$ cat src/verilog/dma_cfg.svh
/*
 Channel, line and region counts, widths, FIFO depth and mode codes for the transfer engine.
 Assumes inclusion by bare name from the engine's design files.
*/
// Function
// - Copies data between any two memory locations without processor help.
// - Sixteen channels, each with its own enable bit.
// - Thirty-two hardware request lines from peripherals trigger channels.
// - Per-channel assignment registers pick the triggering request line.
// - After reset channel n is served by request line n.
// - Transfers start by hardware request or software request.
// - One 64-bit bus master port reaches the memory system.
// - Data in flight sits in a four-entry, 64-bit FIFO.
// - Element width is 8, 16, 32 or 64 bits per transaction.
// - Addresses stay fixed, step by element size, or step by offset.
// - Channel control storage carries parity; bad entries are flagged on read.
// - Accesses are checked against four protection regions; violations are blocked.
`ifndef DMA_CFG_SVH
`define DMA_CFG_SVH
`define DMA_CHANNELS 16
`define DMA_REQ_LINES 32
`define DMA_DATA_W 64
`define DMA_ADDR_W 32
`define DMA_FIFO_DEPTH 4
`define DMA_CNT_W 16
`define DMA_MODE_FIXED 2'h0
`define DMA_MODE_INC 2'h1
`define DMA_MODE_OFFSET 2'h2
`define DMA_REGIONS 4
`endif

$ cat src/verilog/dma_pkg.sv
/*
 Types shared by the transfer engine's modules.
 Assumes the config header is compiled alongside.
*/
package dma_pkg;
   typedef enum logic [1:0] {
      ELEM_8,
      ELEM_16,
      ELEM_32,
      ELEM_64
   } elem_size_e;
   typedef enum logic [1:0] {
      ADDR_FIXED,
      ADDR_INC,
      ADDR_OFFSET,
      ADDR_RSVD
   } addr_mode_e;
endpackage

$ cat src/verilog/dma_fifo_if.sv
/*
 Valid/ready carrier between the engine and its data FIFO.
 Assumes one clock for both sides.
*/
`timescale 1ns/1ps
interface dma_fifo_if;
   logic [63:0] wdata;
   logic wvalid;
   logic wready;
   logic [63:0] rdata;
   logic rvalid;
   logic rready;
   modport fifo (input wdata, input wvalid, output wready,
      output rdata, output rvalid, input rready);
   modport user (output wdata, output wvalid, input wready,
      input rdata, input rvalid, output rready);
endinterface

$ cat src/verilog/dma_engine.sv
/*
 Sixteen-channel background transfer engine with request routing, parity
 protected control storage, four protection regions and a 64-bit master.
 Assumes a memory bus that answers reads with rvalid and writes with wack.
*/
`timescale 1ns/1ps
`include "dma_cfg.svh"
module dma_engine (
   // Clock, reset, enable
   input wire logic CLK_IN,
   input wire logic RST_IN,
   input wire logic CE_IN,
   // Requests
   input wire logic [31:0] HW_REQ_IN,
   input wire logic [15:0] SW_REQ_IN,
   input wire logic [15:0] CH_ENABLE_IN,
   // Request assignment write
   input wire logic ASSIGN_WE_IN,
   input wire logic [3:0] ASSIGN_CH_IN,
   input wire logic [4:0] ASSIGN_LINE_IN,
   // Control storage write
   input wire logic CTRL_WE_IN,
   input wire logic [3:0] CTRL_CH_IN,
   input wire logic [31:0] CTRL_SRC_IN,
   input wire logic [31:0] CTRL_DST_IN,
   input wire logic [15:0] CTRL_COUNT_IN,
   input wire logic [1:0] CTRL_ESIZE_IN,
   input wire logic [1:0] CTRL_SMODE_IN,
   input wire logic [1:0] CTRL_DMODE_IN,
   input wire logic [15:0] CTRL_SOFS_IN,
   input wire logic [15:0] CTRL_DOFS_IN,
   // Protection regions
   input wire logic [3:0] REGION_EN_IN,
   input wire logic [3:0] REGION_WR_OK_IN,
   input wire logic [3:0] REGION_RD_OK_IN,
   input wire logic [127:0] REGION_START_IN,
   input wire logic [127:0] REGION_END_IN,
   // Memory master
   output logic MEM_RREQ_OUT,
   output logic MEM_WREQ_OUT,
   output logic [31:0] MEM_ADDR_OUT,
   output logic [63:0] MEM_WDATA_OUT,
   output logic [7:0] MEM_BE_OUT,
   input wire logic MEM_GNT_IN,
   input wire logic MEM_RVALID_IN,
   input wire logic [63:0] MEM_RDATA_IN,
   input wire logic MEM_WACK_IN,
   // Status
   output logic BUSY_OUT,
   output logic [3:0] ACTIVE_CH_OUT,
   output logic [15:0] DONE_OUT,
   output logic PARITY_ERR_OUT,
   output logic PROT_ERR_OUT
);
   typedef enum logic [2:0] {
      IDLE, LOAD, RD, RD_WAIT, WR, WR_WAIT, DONE
   } st_e;
   localparam int CW = 32 + 32 + 16 + 2 + 2 + 2 + 16 + 16;
   st_e st_r;
   // Per-channel storage, with parity bit on top
   logic [CW:0] ctrl_mem [`DMA_CHANNELS];
   logic [4:0] assign_r [`DMA_CHANNELS];
   logic [15:0] pend_r;
   logic [31:0] hw_s1_r;
   logic [31:0] hw_s2_r;
   logic [31:0] hw_s3_r;
   logic [31:0] hw_prev_r;
   logic [31:0] hw_edge;
   logic [15:0] req_map;
   logic [15:0] ready_ch;
   logic [3:0] win_ch;
   logic win_any;
   logic [3:0] ch_r;
   logic [31:0] src_r;
   logic [31:0] dst_r;
   logic [15:0] cnt_r;
   dma_pkg::elem_size_e esz_r;
   dma_pkg::addr_mode_e sm_r;
   dma_pkg::addr_mode_e dm_r;
   logic [15:0] sofs_r;
   logic [15:0] dofs_r;
   logic [CW:0] entry;
   logic [15:0] done_r;
   logic par_err_r;
   logic prot_err_r;
   logic rd_block;
   logic wr_block;
   dma_fifo_if fif ();

   // Next address after one element
   function automatic logic [31:0] step(input logic [31:0] a,
         input dma_pkg::addr_mode_e m, input dma_pkg::elem_size_e s,
         input logic [15:0] ofs);
      logic [31:0] r;
      r = a;
      unique case (m)
         dma_pkg::ADDR_FIXED: r = a;
         dma_pkg::ADDR_INC: r = a + (32'h1 << s);
         dma_pkg::ADDR_OFFSET: r = a + {16'h0, ofs};
         dma_pkg::ADDR_RSVD: r = a;
      endcase
      return r;
   endfunction

   // Byte lanes of one element in the 64-bit beat
   function automatic logic [7:0] lanes(input logic [31:0] a,
         input dma_pkg::elem_size_e s);
      logic [7:0] r;
      r = 8'h00;
      unique case (s)
         dma_pkg::ELEM_8: r = 8'h01 << a[2:0];
         dma_pkg::ELEM_16: r = 8'h03 << {a[2:1], 1'b0};
         dma_pkg::ELEM_32: r = 8'h0f << {a[2], 2'h0};
         dma_pkg::ELEM_64: r = 8'hff;
      endcase
      return r;
   endfunction

   // Outside every enabled region an access is allowed
   function automatic logic allowed(input logic [31:0] a, input logic wr,
         input logic [3:0] en, input logic [3:0] wok, input logic [3:0] rok,
         input logic [127:0] lo, input logic [127:0] hi);
      logic ok;
      ok = 1'b1;
      for (int i = 0; i < `DMA_REGIONS; i++) begin
         if (en[i] && a >= lo[i*32 +: 32] && a <= hi[i*32 +: 32]) begin
            ok = ok && (wr ? wok[i] : rok[i]);
         end
      end
      return ok;
   endfunction

   dma_fifo #(.WIDTH(`DMA_DATA_W), .DEPTH(`DMA_FIFO_DEPTH)) u_fifo (
      .clk(CLK_IN),
      .rst(RST_IN),
      .ce(CE_IN),
      .port(fif)
   );

   // Request lines from peripherals, three-stage sync then rising edge
   always_ff @(posedge CLK_IN) begin
      if (RST_IN) begin
         hw_s1_r <= '0;
         hw_s2_r <= '0;
         hw_s3_r <= '0;
         hw_prev_r <= '0;
      end else if (CE_IN) begin
         hw_s1_r <= HW_REQ_IN;
         hw_s2_r <= hw_s1_r;
         hw_s3_r <= hw_s2_r;
         if (hw_s2_r == hw_s3_r) begin
            hw_prev_r <= hw_s3_r;
         end
      end
   end
   assign hw_edge = (hw_s2_r == hw_s3_r) ? (hw_s3_r & ~hw_prev_r) : '0;

   // Assignment registers
   always_ff @(posedge CLK_IN) begin
      if (RST_IN) begin
         for (int i = 0; i < `DMA_CHANNELS; i++) begin
            assign_r[i] <= 5'(i);
         end
      end else if (CE_IN && ASSIGN_WE_IN) begin
         assign_r[ASSIGN_CH_IN] <= ASSIGN_LINE_IN;
      end
   end

   genvar g;
   generate
      for (g = 0; g < `DMA_CHANNELS; g++) begin : g_map
         // Request line 0/1 serving serial transmit/receive is just routing
         assign req_map[g] = hw_edge[assign_r[g]];
      end
   endgenerate

   // Pending flags; a new request wins over the clear on service
   always_ff @(posedge CLK_IN) begin
      if (RST_IN) begin
         pend_r <= '0;
      end else if (CE_IN) begin
         for (int i = 0; i < `DMA_CHANNELS; i++) begin
            if ((req_map[i] || SW_REQ_IN[i]) && CH_ENABLE_IN[i]) begin
               pend_r[i] <= 1'b1;
            end else if (st_r == LOAD && ch_r == 4'(i)) begin
               pend_r[i] <= 1'b0;
            end else if (!CH_ENABLE_IN[i]) begin
               pend_r[i] <= 1'b0;
            end
         end
      end
   end

   assign ready_ch = pend_r & CH_ENABLE_IN;
   always_comb begin
      win_ch = 4'h0;
      win_any = 1'b0;
      for (int i = `DMA_CHANNELS-1; i >= 0; i--) begin
         if (ready_ch[i]) begin
            win_ch = 4'(i);
            win_any = 1'b1;
         end
      end
   end

   // Control storage with even parity
   always_ff @(posedge CLK_IN) begin
      if (CE_IN && CTRL_WE_IN) begin
         ctrl_mem[CTRL_CH_IN] <= {^{CTRL_SRC_IN, CTRL_DST_IN, CTRL_COUNT_IN,
            CTRL_ESIZE_IN, CTRL_SMODE_IN, CTRL_DMODE_IN, CTRL_SOFS_IN,
            CTRL_DOFS_IN}, CTRL_SRC_IN, CTRL_DST_IN, CTRL_COUNT_IN,
            CTRL_ESIZE_IN, CTRL_SMODE_IN, CTRL_DMODE_IN, CTRL_SOFS_IN,
            CTRL_DOFS_IN};
      end
   end
   assign entry = ctrl_mem[ch_r];

   // Transfer sequencer
   always_ff @(posedge CLK_IN) begin
      if (RST_IN) begin
         st_r <= IDLE;
         ch_r <= '0;
         src_r <= '0;
         dst_r <= '0;
         cnt_r <= '0;
         esz_r <= dma_pkg::ELEM_8;
         sm_r <= dma_pkg::ADDR_FIXED;
         dm_r <= dma_pkg::ADDR_FIXED;
         sofs_r <= '0;
         dofs_r <= '0;
      end else if (CE_IN) begin
         unique case (st_r)
            IDLE: begin
               if (win_any) begin
                  ch_r <= win_ch;
                  st_r <= LOAD;
               end
            end
            LOAD: begin
               {src_r, dst_r, cnt_r} <= entry[CW-1 -: 80];
               esz_r <= dma_pkg::elem_size_e'(entry[37:36]);
               sm_r <= dma_pkg::addr_mode_e'(entry[35:34]);
               dm_r <= dma_pkg::addr_mode_e'(entry[33:32]);
               sofs_r <= entry[31:16];
               dofs_r <= entry[15:0];
               // Parity fault or empty count skips the bus entirely
               st_r <= (^entry || entry[CW-65 -: 16] == '0) ? DONE : RD;
            end
            RD: begin
               if (!allowed(src_r, 1'b0, REGION_EN_IN, REGION_WR_OK_IN,
                     REGION_RD_OK_IN, REGION_START_IN, REGION_END_IN)) begin
                  st_r <= DONE;
               end else if (MEM_GNT_IN && fif.wready) begin
                  st_r <= RD_WAIT;
               end
            end
            RD_WAIT: begin
               if (MEM_RVALID_IN) begin
                  src_r <= step(src_r, sm_r, esz_r, sofs_r);
                  st_r <= WR;
               end
            end
            WR: begin
               if (!allowed(dst_r, 1'b1, REGION_EN_IN, REGION_WR_OK_IN,
                     REGION_RD_OK_IN, REGION_START_IN, REGION_END_IN)) begin
                  st_r <= DONE;
               end else if (MEM_GNT_IN && fif.rvalid) begin
                  st_r <= WR_WAIT;
               end
            end
            WR_WAIT: begin
               if (MEM_WACK_IN) begin
                  dst_r <= step(dst_r, dm_r, esz_r, dofs_r);
                  cnt_r <= cnt_r - 16'h1;
                  st_r <= (cnt_r == 16'h1) ? DONE : RD;
               end
            end
            DONE: st_r <= IDLE;
         endcase
      end
   end

   // Status flags
   always_ff @(posedge CLK_IN) begin
      if (RST_IN) begin
         done_r <= '0;
         par_err_r <= 1'b0;
         prot_err_r <= 1'b0;
      end else if (CE_IN) begin
         done_r <= '0;
         if (st_r == DONE) begin
            done_r[ch_r] <= 1'b1;
         end
         if (st_r == LOAD && ^entry) begin
            par_err_r <= 1'b1;
         end
         if ((st_r == RD && !allowed(src_r, 1'b0, REGION_EN_IN, REGION_WR_OK_IN,
               REGION_RD_OK_IN, REGION_START_IN, REGION_END_IN)) ||
               (st_r == WR && !allowed(dst_r, 1'b1, REGION_EN_IN,
               REGION_WR_OK_IN, REGION_RD_OK_IN, REGION_START_IN,
               REGION_END_IN))) begin
            prot_err_r <= 1'b1;
         end
      end
   end

   // Memory master outputs registered from state
   always_ff @(posedge CLK_IN) begin
      if (RST_IN) begin
         MEM_RREQ_OUT <= 1'b0;
         MEM_WREQ_OUT <= 1'b0;
         MEM_ADDR_OUT <= '0;
         MEM_WDATA_OUT <= '0;
         MEM_BE_OUT <= '0;
      end else if (CE_IN) begin
         // Request rises with the grant and stands until the answer arrives
         MEM_RREQ_OUT <= (st_r == RD && !rd_block && MEM_GNT_IN && fif.wready) ||
            (st_r == RD_WAIT && !MEM_RVALID_IN);
         MEM_WREQ_OUT <= (st_r == WR && !wr_block && MEM_GNT_IN && fif.rvalid) ||
            (st_r == WR_WAIT && !MEM_WACK_IN);
         MEM_ADDR_OUT <= (st_r == WR || st_r == WR_WAIT) ? dst_r : src_r;
         MEM_BE_OUT <= lanes((st_r == WR || st_r == WR_WAIT) ? dst_r : src_r, esz_r);
         MEM_WDATA_OUT <= fif.rdata;
      end
   end

   assign fif.wdata = MEM_RDATA_IN;
   assign fif.wvalid = (st_r == RD_WAIT) && MEM_RVALID_IN && CE_IN;
   // A refused write still holds its element; dropping it keeps stale data
   // out of the next transfer
   assign fif.rready = ((st_r == WR_WAIT && MEM_WACK_IN) || wr_block) && CE_IN;

   // Region checks for the access about to be issued
   assign rd_block = (st_r == RD) && !allowed(src_r, 1'b0, REGION_EN_IN, REGION_WR_OK_IN,
      REGION_RD_OK_IN, REGION_START_IN, REGION_END_IN);
   assign wr_block = (st_r == WR) && !allowed(dst_r, 1'b1, REGION_EN_IN, REGION_WR_OK_IN,
      REGION_RD_OK_IN, REGION_START_IN, REGION_END_IN);

   assign BUSY_OUT = (st_r != IDLE);
   assign ACTIVE_CH_OUT = ch_r;
   assign DONE_OUT = done_r;
   assign PARITY_ERR_OUT = par_err_r;
   assign PROT_ERR_OUT = prot_err_r;
endmodule

$ cat src/verilog/dma_fifo.sv
/*
 Parameterised synchronous FIFO with valid/ready on both sides.
 Assumes one clock, synchronous active-high reset and a clock enable.
*/
`timescale 1ns/1ps
module dma_fifo #(
   parameter int WIDTH = 64,
   parameter int DEPTH = 4
) (
   input wire logic clk,
   input wire logic rst,
   input wire logic ce,
   dma_fifo_if.fifo port
);
   localparam int AW = $clog2(DEPTH);
   logic [WIDTH-1:0] mem [DEPTH];
   logic [AW-1:0] wp_r;
   logic [AW-1:0] rp_r;
   logic [AW:0] cnt_r;
   logic push;
   logic pop;
   assign port.wready = (cnt_r != (AW+1)'(DEPTH));
   assign port.rvalid = (cnt_r != '0);
   assign port.rdata = mem[rp_r];
   assign push = port.wvalid && port.wready;
   assign pop = port.rvalid && port.rready;
   always_ff @(posedge clk) begin
      if (ce && push) begin
         mem[wp_r] <= port.wdata;
      end
   end
   always_ff @(posedge clk) begin
      if (rst) begin
         wp_r <= '0;
         rp_r <= '0;
         cnt_r <= '0;
      end else if (ce) begin
         if (push) begin
            wp_r <= (wp_r == AW'(DEPTH-1)) ? '0 : wp_r + 1'b1;
         end
         if (pop) begin
            rp_r <= (rp_r == AW'(DEPTH-1)) ? '0 : rp_r + 1'b1;
         end
         if (push && !pop) begin
            cnt_r <= cnt_r + 1'b1;
         end else if (pop && !push) begin
            cnt_r <= cnt_r - 1'b1;
         end
      end
   end
endmodule

$ cat config.mk
export PLATFORM = sky130hd
export DESIGN_NAME = dma_engine
export DESIGN_NICKNAME = d
export VERILOG_FILES = /design/src/verilog/dma_pkg.sv /design/src/verilog/dma_fifo_if.sv /design/src/verilog/dma_engine.sv /design/src/verilog/dma_fifo.sv
export VERILOG_INCLUDE_DIRS = /design/src /design/src/verilog
export SDC_FILE = /design/constraint.sdc
export NUM_CORES = 2
export LEC_CHECK = 0
export BUFFER_PORTS_ARGS = -buffer_cell sky130_fd_sc_hd__clkbuf_2
export CORE_MARGIN = 8
export CORE_UTILIZATION = 50
export DETAILED_ROUTE_END_ITERATION = 10
export HOLD_SLACK_MARGIN = 0.05
export PLACE_DENSITY = 0.77
export SYNTH_ARGS = -nofsm -noshare
export SYNTH_HDL_FRONTEND = slang
export SYNTH_HIERARCHICAL = 1
export SYNTH_SLANG_ARGS = --single-unit
export TNS_END_PERCENT = 100
$ cat constraint.sdc
create_clock -name CLK_IN -period 33.7 [get_ports CLK_IN]
set_input_delay 6.74 -clock CLK_IN [delete_from_list [all_inputs] [get_ports CLK_IN]]
set_output_delay 6.74 -clock CLK_IN [all_outputs]
set_load 0.01 [all_outputs]
==> run metrics <==
status completed; synth top area cells edfxtp_1 56%, mux4_2 14%, dfxtp_1 6.7%; endpoint type of the worst setup path register; Max Cap Violations 0; I/O Buffers 663; Final Power 9280 uW; RSZ-0062 raised after global routing no; Die H 507 um; Yosys cell types 82; power per cell area 67.8 nW/um2; # IOs 664; Finished Cell Area 137000 um2; Final Skew 0.116 ns; mean post-synth cell area 15.8 um2; CP Data Arrival Time 11.76 ns; Post-Syn Area 121000 um2; dominant cell type by area after synthesis edfxtp_1; number of global-route vias before repair 75700; post_cts resized 0; count of warnings emitted by yosys 6; Sw Pwr 2950 uW; H-tree depth 5; Slew Limit Fails 0; gr usage total 29.7%; initial core utilization 50.2%; worst slew pin tran 1.43 ns; clock share of power 33.0%; Layout Nets 9449; fraction of registers with async set/reset 0%; final setup vio count 0; filler instances 17800; crit path max-delay cell type or4b_2; Storage cell area 75400 um2; Core Box Area 240000 um2; area added between synthesis and finish 13.5%; Comb pwr share 26.4%; Final Wtd Congestion 0.968; DR DRC count 0; WHS Endpoint sofs_r[13]; area of the multi-input gates 42600 um2; Buf+Inv Stages, Crit Path 3; crit-path most repeated cell a21oi_1; routed vias 76500; Avg WL per Cell 33.6 um; share of layout cells above drive strength 1 23.9%; CP peak stage delay 0.62 ns; Yosys reg bits 2646; Placed Area 128000 um2; first-pass GRT wire length 553000 um; Switching Fraction 31.8%; Reg power frac 40.7%; clk slew on worst S/H paths 0.06 ns; crit-path cells clkbuf_2, inv_1, ha_1, a21o_1, a21oi_1, nor3_1, or4b_2, a211oi_1, o21ai_0, or4_1, a32oi_1, a2111oi_2, or2_2, nor2_1, a21oi_1, nor2_1, nand2_1, ha_1, inv_1, fa_1, xnor2_1, a21oi_1, a31o_2; Worst slew margin 4.04%; post-synth net total 8745; Routed Antenna Nets 0; Hold Crit Class register to register; number of enable flip-flop cells after synthesis 2240; static leakage 0.0495 uW; final core occ 56.9%; CTS tree built; WS Path Type primary input to register; Setup TNS 0 ns; P_int 6330 uW; Peak VDD IR 0.268 mV; HP Start sofs_r[13]; CTS root buffer clkbuf_16; hold bufs inserted after CTS 0; post-synthesis cell count 7645; Die ar. 257000 um2; Clock Sinks 2646; R2R Setup Slk 25.44 ns; clock latency on the worst-skew pair 0.94 ns; largest net degree at the start of global routing 193; WL final 396000 um; sequential fraction of the synthesis area 62.5%; reg2reg path depth 17; antenna violations before repair 90; Req. time, crit path 34.48 ns; die width 507 um; top-area cell type share of the netlist area 55.8%; crit-path max FO 4; maximum clock path buffer count 4; Fin. Hold Viols 0; hold path cells 2; row count 180; crit share post-route 32.6%; Max Clock Freq 91.1 MHz; Via-to-Cell Ratio 6.48; postcts setup bufs 0; Worst setup SP type primary input; endpoint of the lowest-slack register-to-register path st_r[2]; delay-heaviest family, CP compound AO/OA/AOI/OAI gates; DP HPWL 254000 um; DR iter-0 viols 10500; minimum clock period 10.98 ns; DR pass1 iterations 6; total congestion overflow 0; CTS Buf Count 283; ys flop type edfxtp_1
## metrics by stage
stage,setup WS [ns],hold WS [ns],cells
floorplan,17.43,0.431,7645
global placement,21.79,0.437,11200
detailed placement,21.80,0.444,11200
CTS,22.75,0.451,11700
global route,22.48,0.468,11800
finish,22.72,0.450,11800
## worst max-delay path by stage
| stage | end | depth (start not counted) | start |
|---|---|---|---|
| 2_1_floorplan | ctrl_mem[3][0] | 4 | CE_IN |
| 3_3_place_gp | u_fifo/cnt_r[2] | 23 | REGION_END_IN[22] |
| 3_5_place_dp | u_fifo/cnt_r[2] | 23 | REGION_END_IN[22] |
| 4_1_cts | u_fifo/cnt_r[1] | 22 | REGION_END_IN[22] |
| 5_1_grt | u_fifo/cnt_r[2] | 21 | REGION_END_IN[22] |
| 6_report | u_fifo/cnt_r[2] | 23 | REGION_END_IN[22] |
## synthesized netlist by cell type (11+ instances only)
library cell / number
o21a_1: 27
buf_6: 24
xnor2_1: 213
or2_2: 13
o21bai_1: 20
nand3_1: 57
buf_1: 49
mux2i_1: 195
a221oi_1: 11
or4_1: 11
nor2b_1: 29
edfxtp_1: 2240
a311oi_1: 24
and3_1: 23
o22ai_1: 12
xor2_1: 67
mux4_2: 740
a22oi_1: 168
or3_1: 29
inv_1: 312
nor3_1: 76
a22o_1: 16
nand2_1: 434
o211ai_1: 20
buf_4: 31
nor4_1: 33
a21oi_1: 308
ha_1: 562
clkbuf_1: 245
a2111oi_0: 11
nand2b_1: 47
buf_2: 45
o31ai_1: 20
nand3b_1: 20
nand4_1: 95
a31oi_1: 18
nor2_1: 414
nor4b_1: 18
a21o_1: 169
and2_1: 46
a211oi_1: 64
dfxtp_1: 406
o21ai_0: 177
## registers in the layout, indices dropped and copies added, names as in the netlist, 8 cells and up, named ones only
signal and cells:
DONE_OUT 16, MEM_ADDR_OUT 32, MEM_BE_OUT 8, MEM_WDATA_OUT 64, assign_r 80, cnt_r 16
ctrl_mem 1904, dofs_r 16, dst_r 32, hw_prev_r 32, hw_s1_r 32, hw_s2_r 32
hw_s3_r 32, pend_r 16, sofs_r 16, src_r 32, u_fifo/mem 256
## per-layer routing
layer	GRT usage [%]	vias to the layer above	wire length, um
li1	-	31600	-
met1	37.6	38500	142000
met2	47.1	5346	182000
met3	7.76	1026	46000
met4	16.2	42	25700
met5	0	-	257
## final cells by class
| cell class | instances | share of cell area (%) |
|---|---|---|
| antenna | 65 | 0.119 |
| clock buffer | 362 | 5.60 |
| clock inverter | 121 | 0.931 |
| inverter | 313 | 0.859 |
| multi-input combinational | 4289 | 31.1 |
| sequential | 2646 | 55.1 |
| tap | 3185 | 2.91 |
| timing repair buffer | 816 | 3.37 |
## placed cells by master, fill, tap and decap left out, drive strengths merged, types with 27 or more instances in the layout
master	Yosys	routed
inv	312	321
nor2	414	414
mux4	740	740
nand4	95	95
a21o	169	169
o21a	27	27
nor4	33	33
or3	30	30
a22oi	168	168
xor2	67	67
ha	562	562
o21ai	179	179
edfxtp	2240	2240
xnor2	213	213
mux2i	195	195
nand2	434	434
a211oi	64	64
nand2b	47	47
nor3	76	76
dfxtp	406	406
nand3	57	57
diode	0	65
clkbuf	245	1023
nor2b	29	29
a21oi	308	308
clkinv	1	76
buf	151	155
and2	51	51
## worst reg2reg max path, cell delays in order, from the launching register on
cell	delay (ns)
dfxtp_4	0.79
buf_12	0.69
buf_4	0.83
buf_4	0.77
buf_4	0.69
mux4_2	0.60
a22o_1	0.26
a221oi_1	0.69
xnor2_1	0.17
xor2_1	0.19
xnor2_1	0.33
xnor2_1	0.26
xnor3_1	0.28
xnor3_1	0.69
o21ai_1	0.34
o311a_1	0.39
o311ai_1	0.08
a21oi_1	0.10
## cells by family (layout without fill, tap and decap cells)
kind of cell | Yosys count | after routing | synth area share [%]
buffers and inverters | 710 | 1612 | 2.53
adders and majority gates | 565 | 565 | 5.88
AOI/OAI and AO/OA | 1136 | 1136 | 6.21
other | 0 | 65 | 0
DFF | 2646 | 2646 | 62.5
and+or+nand+nor | 1367 | 1367 | 5.30
xor gates and xnor gates | 283 | 283 | 2.09
muxes | 938 | 938 | 15.5
## power groups by stage
stage               Clock [uW]  Combinational, uW  Sequential, uW
global placement             0               2370            3830
floorplan                    0               1400            3800
CTS                       3070               2290            3760
detailed placement           0               2270            3820
global route              3200               2510            3770
finish                    3060               2450            3770
No activity file was read; power rests on OpenSTA's default activity.
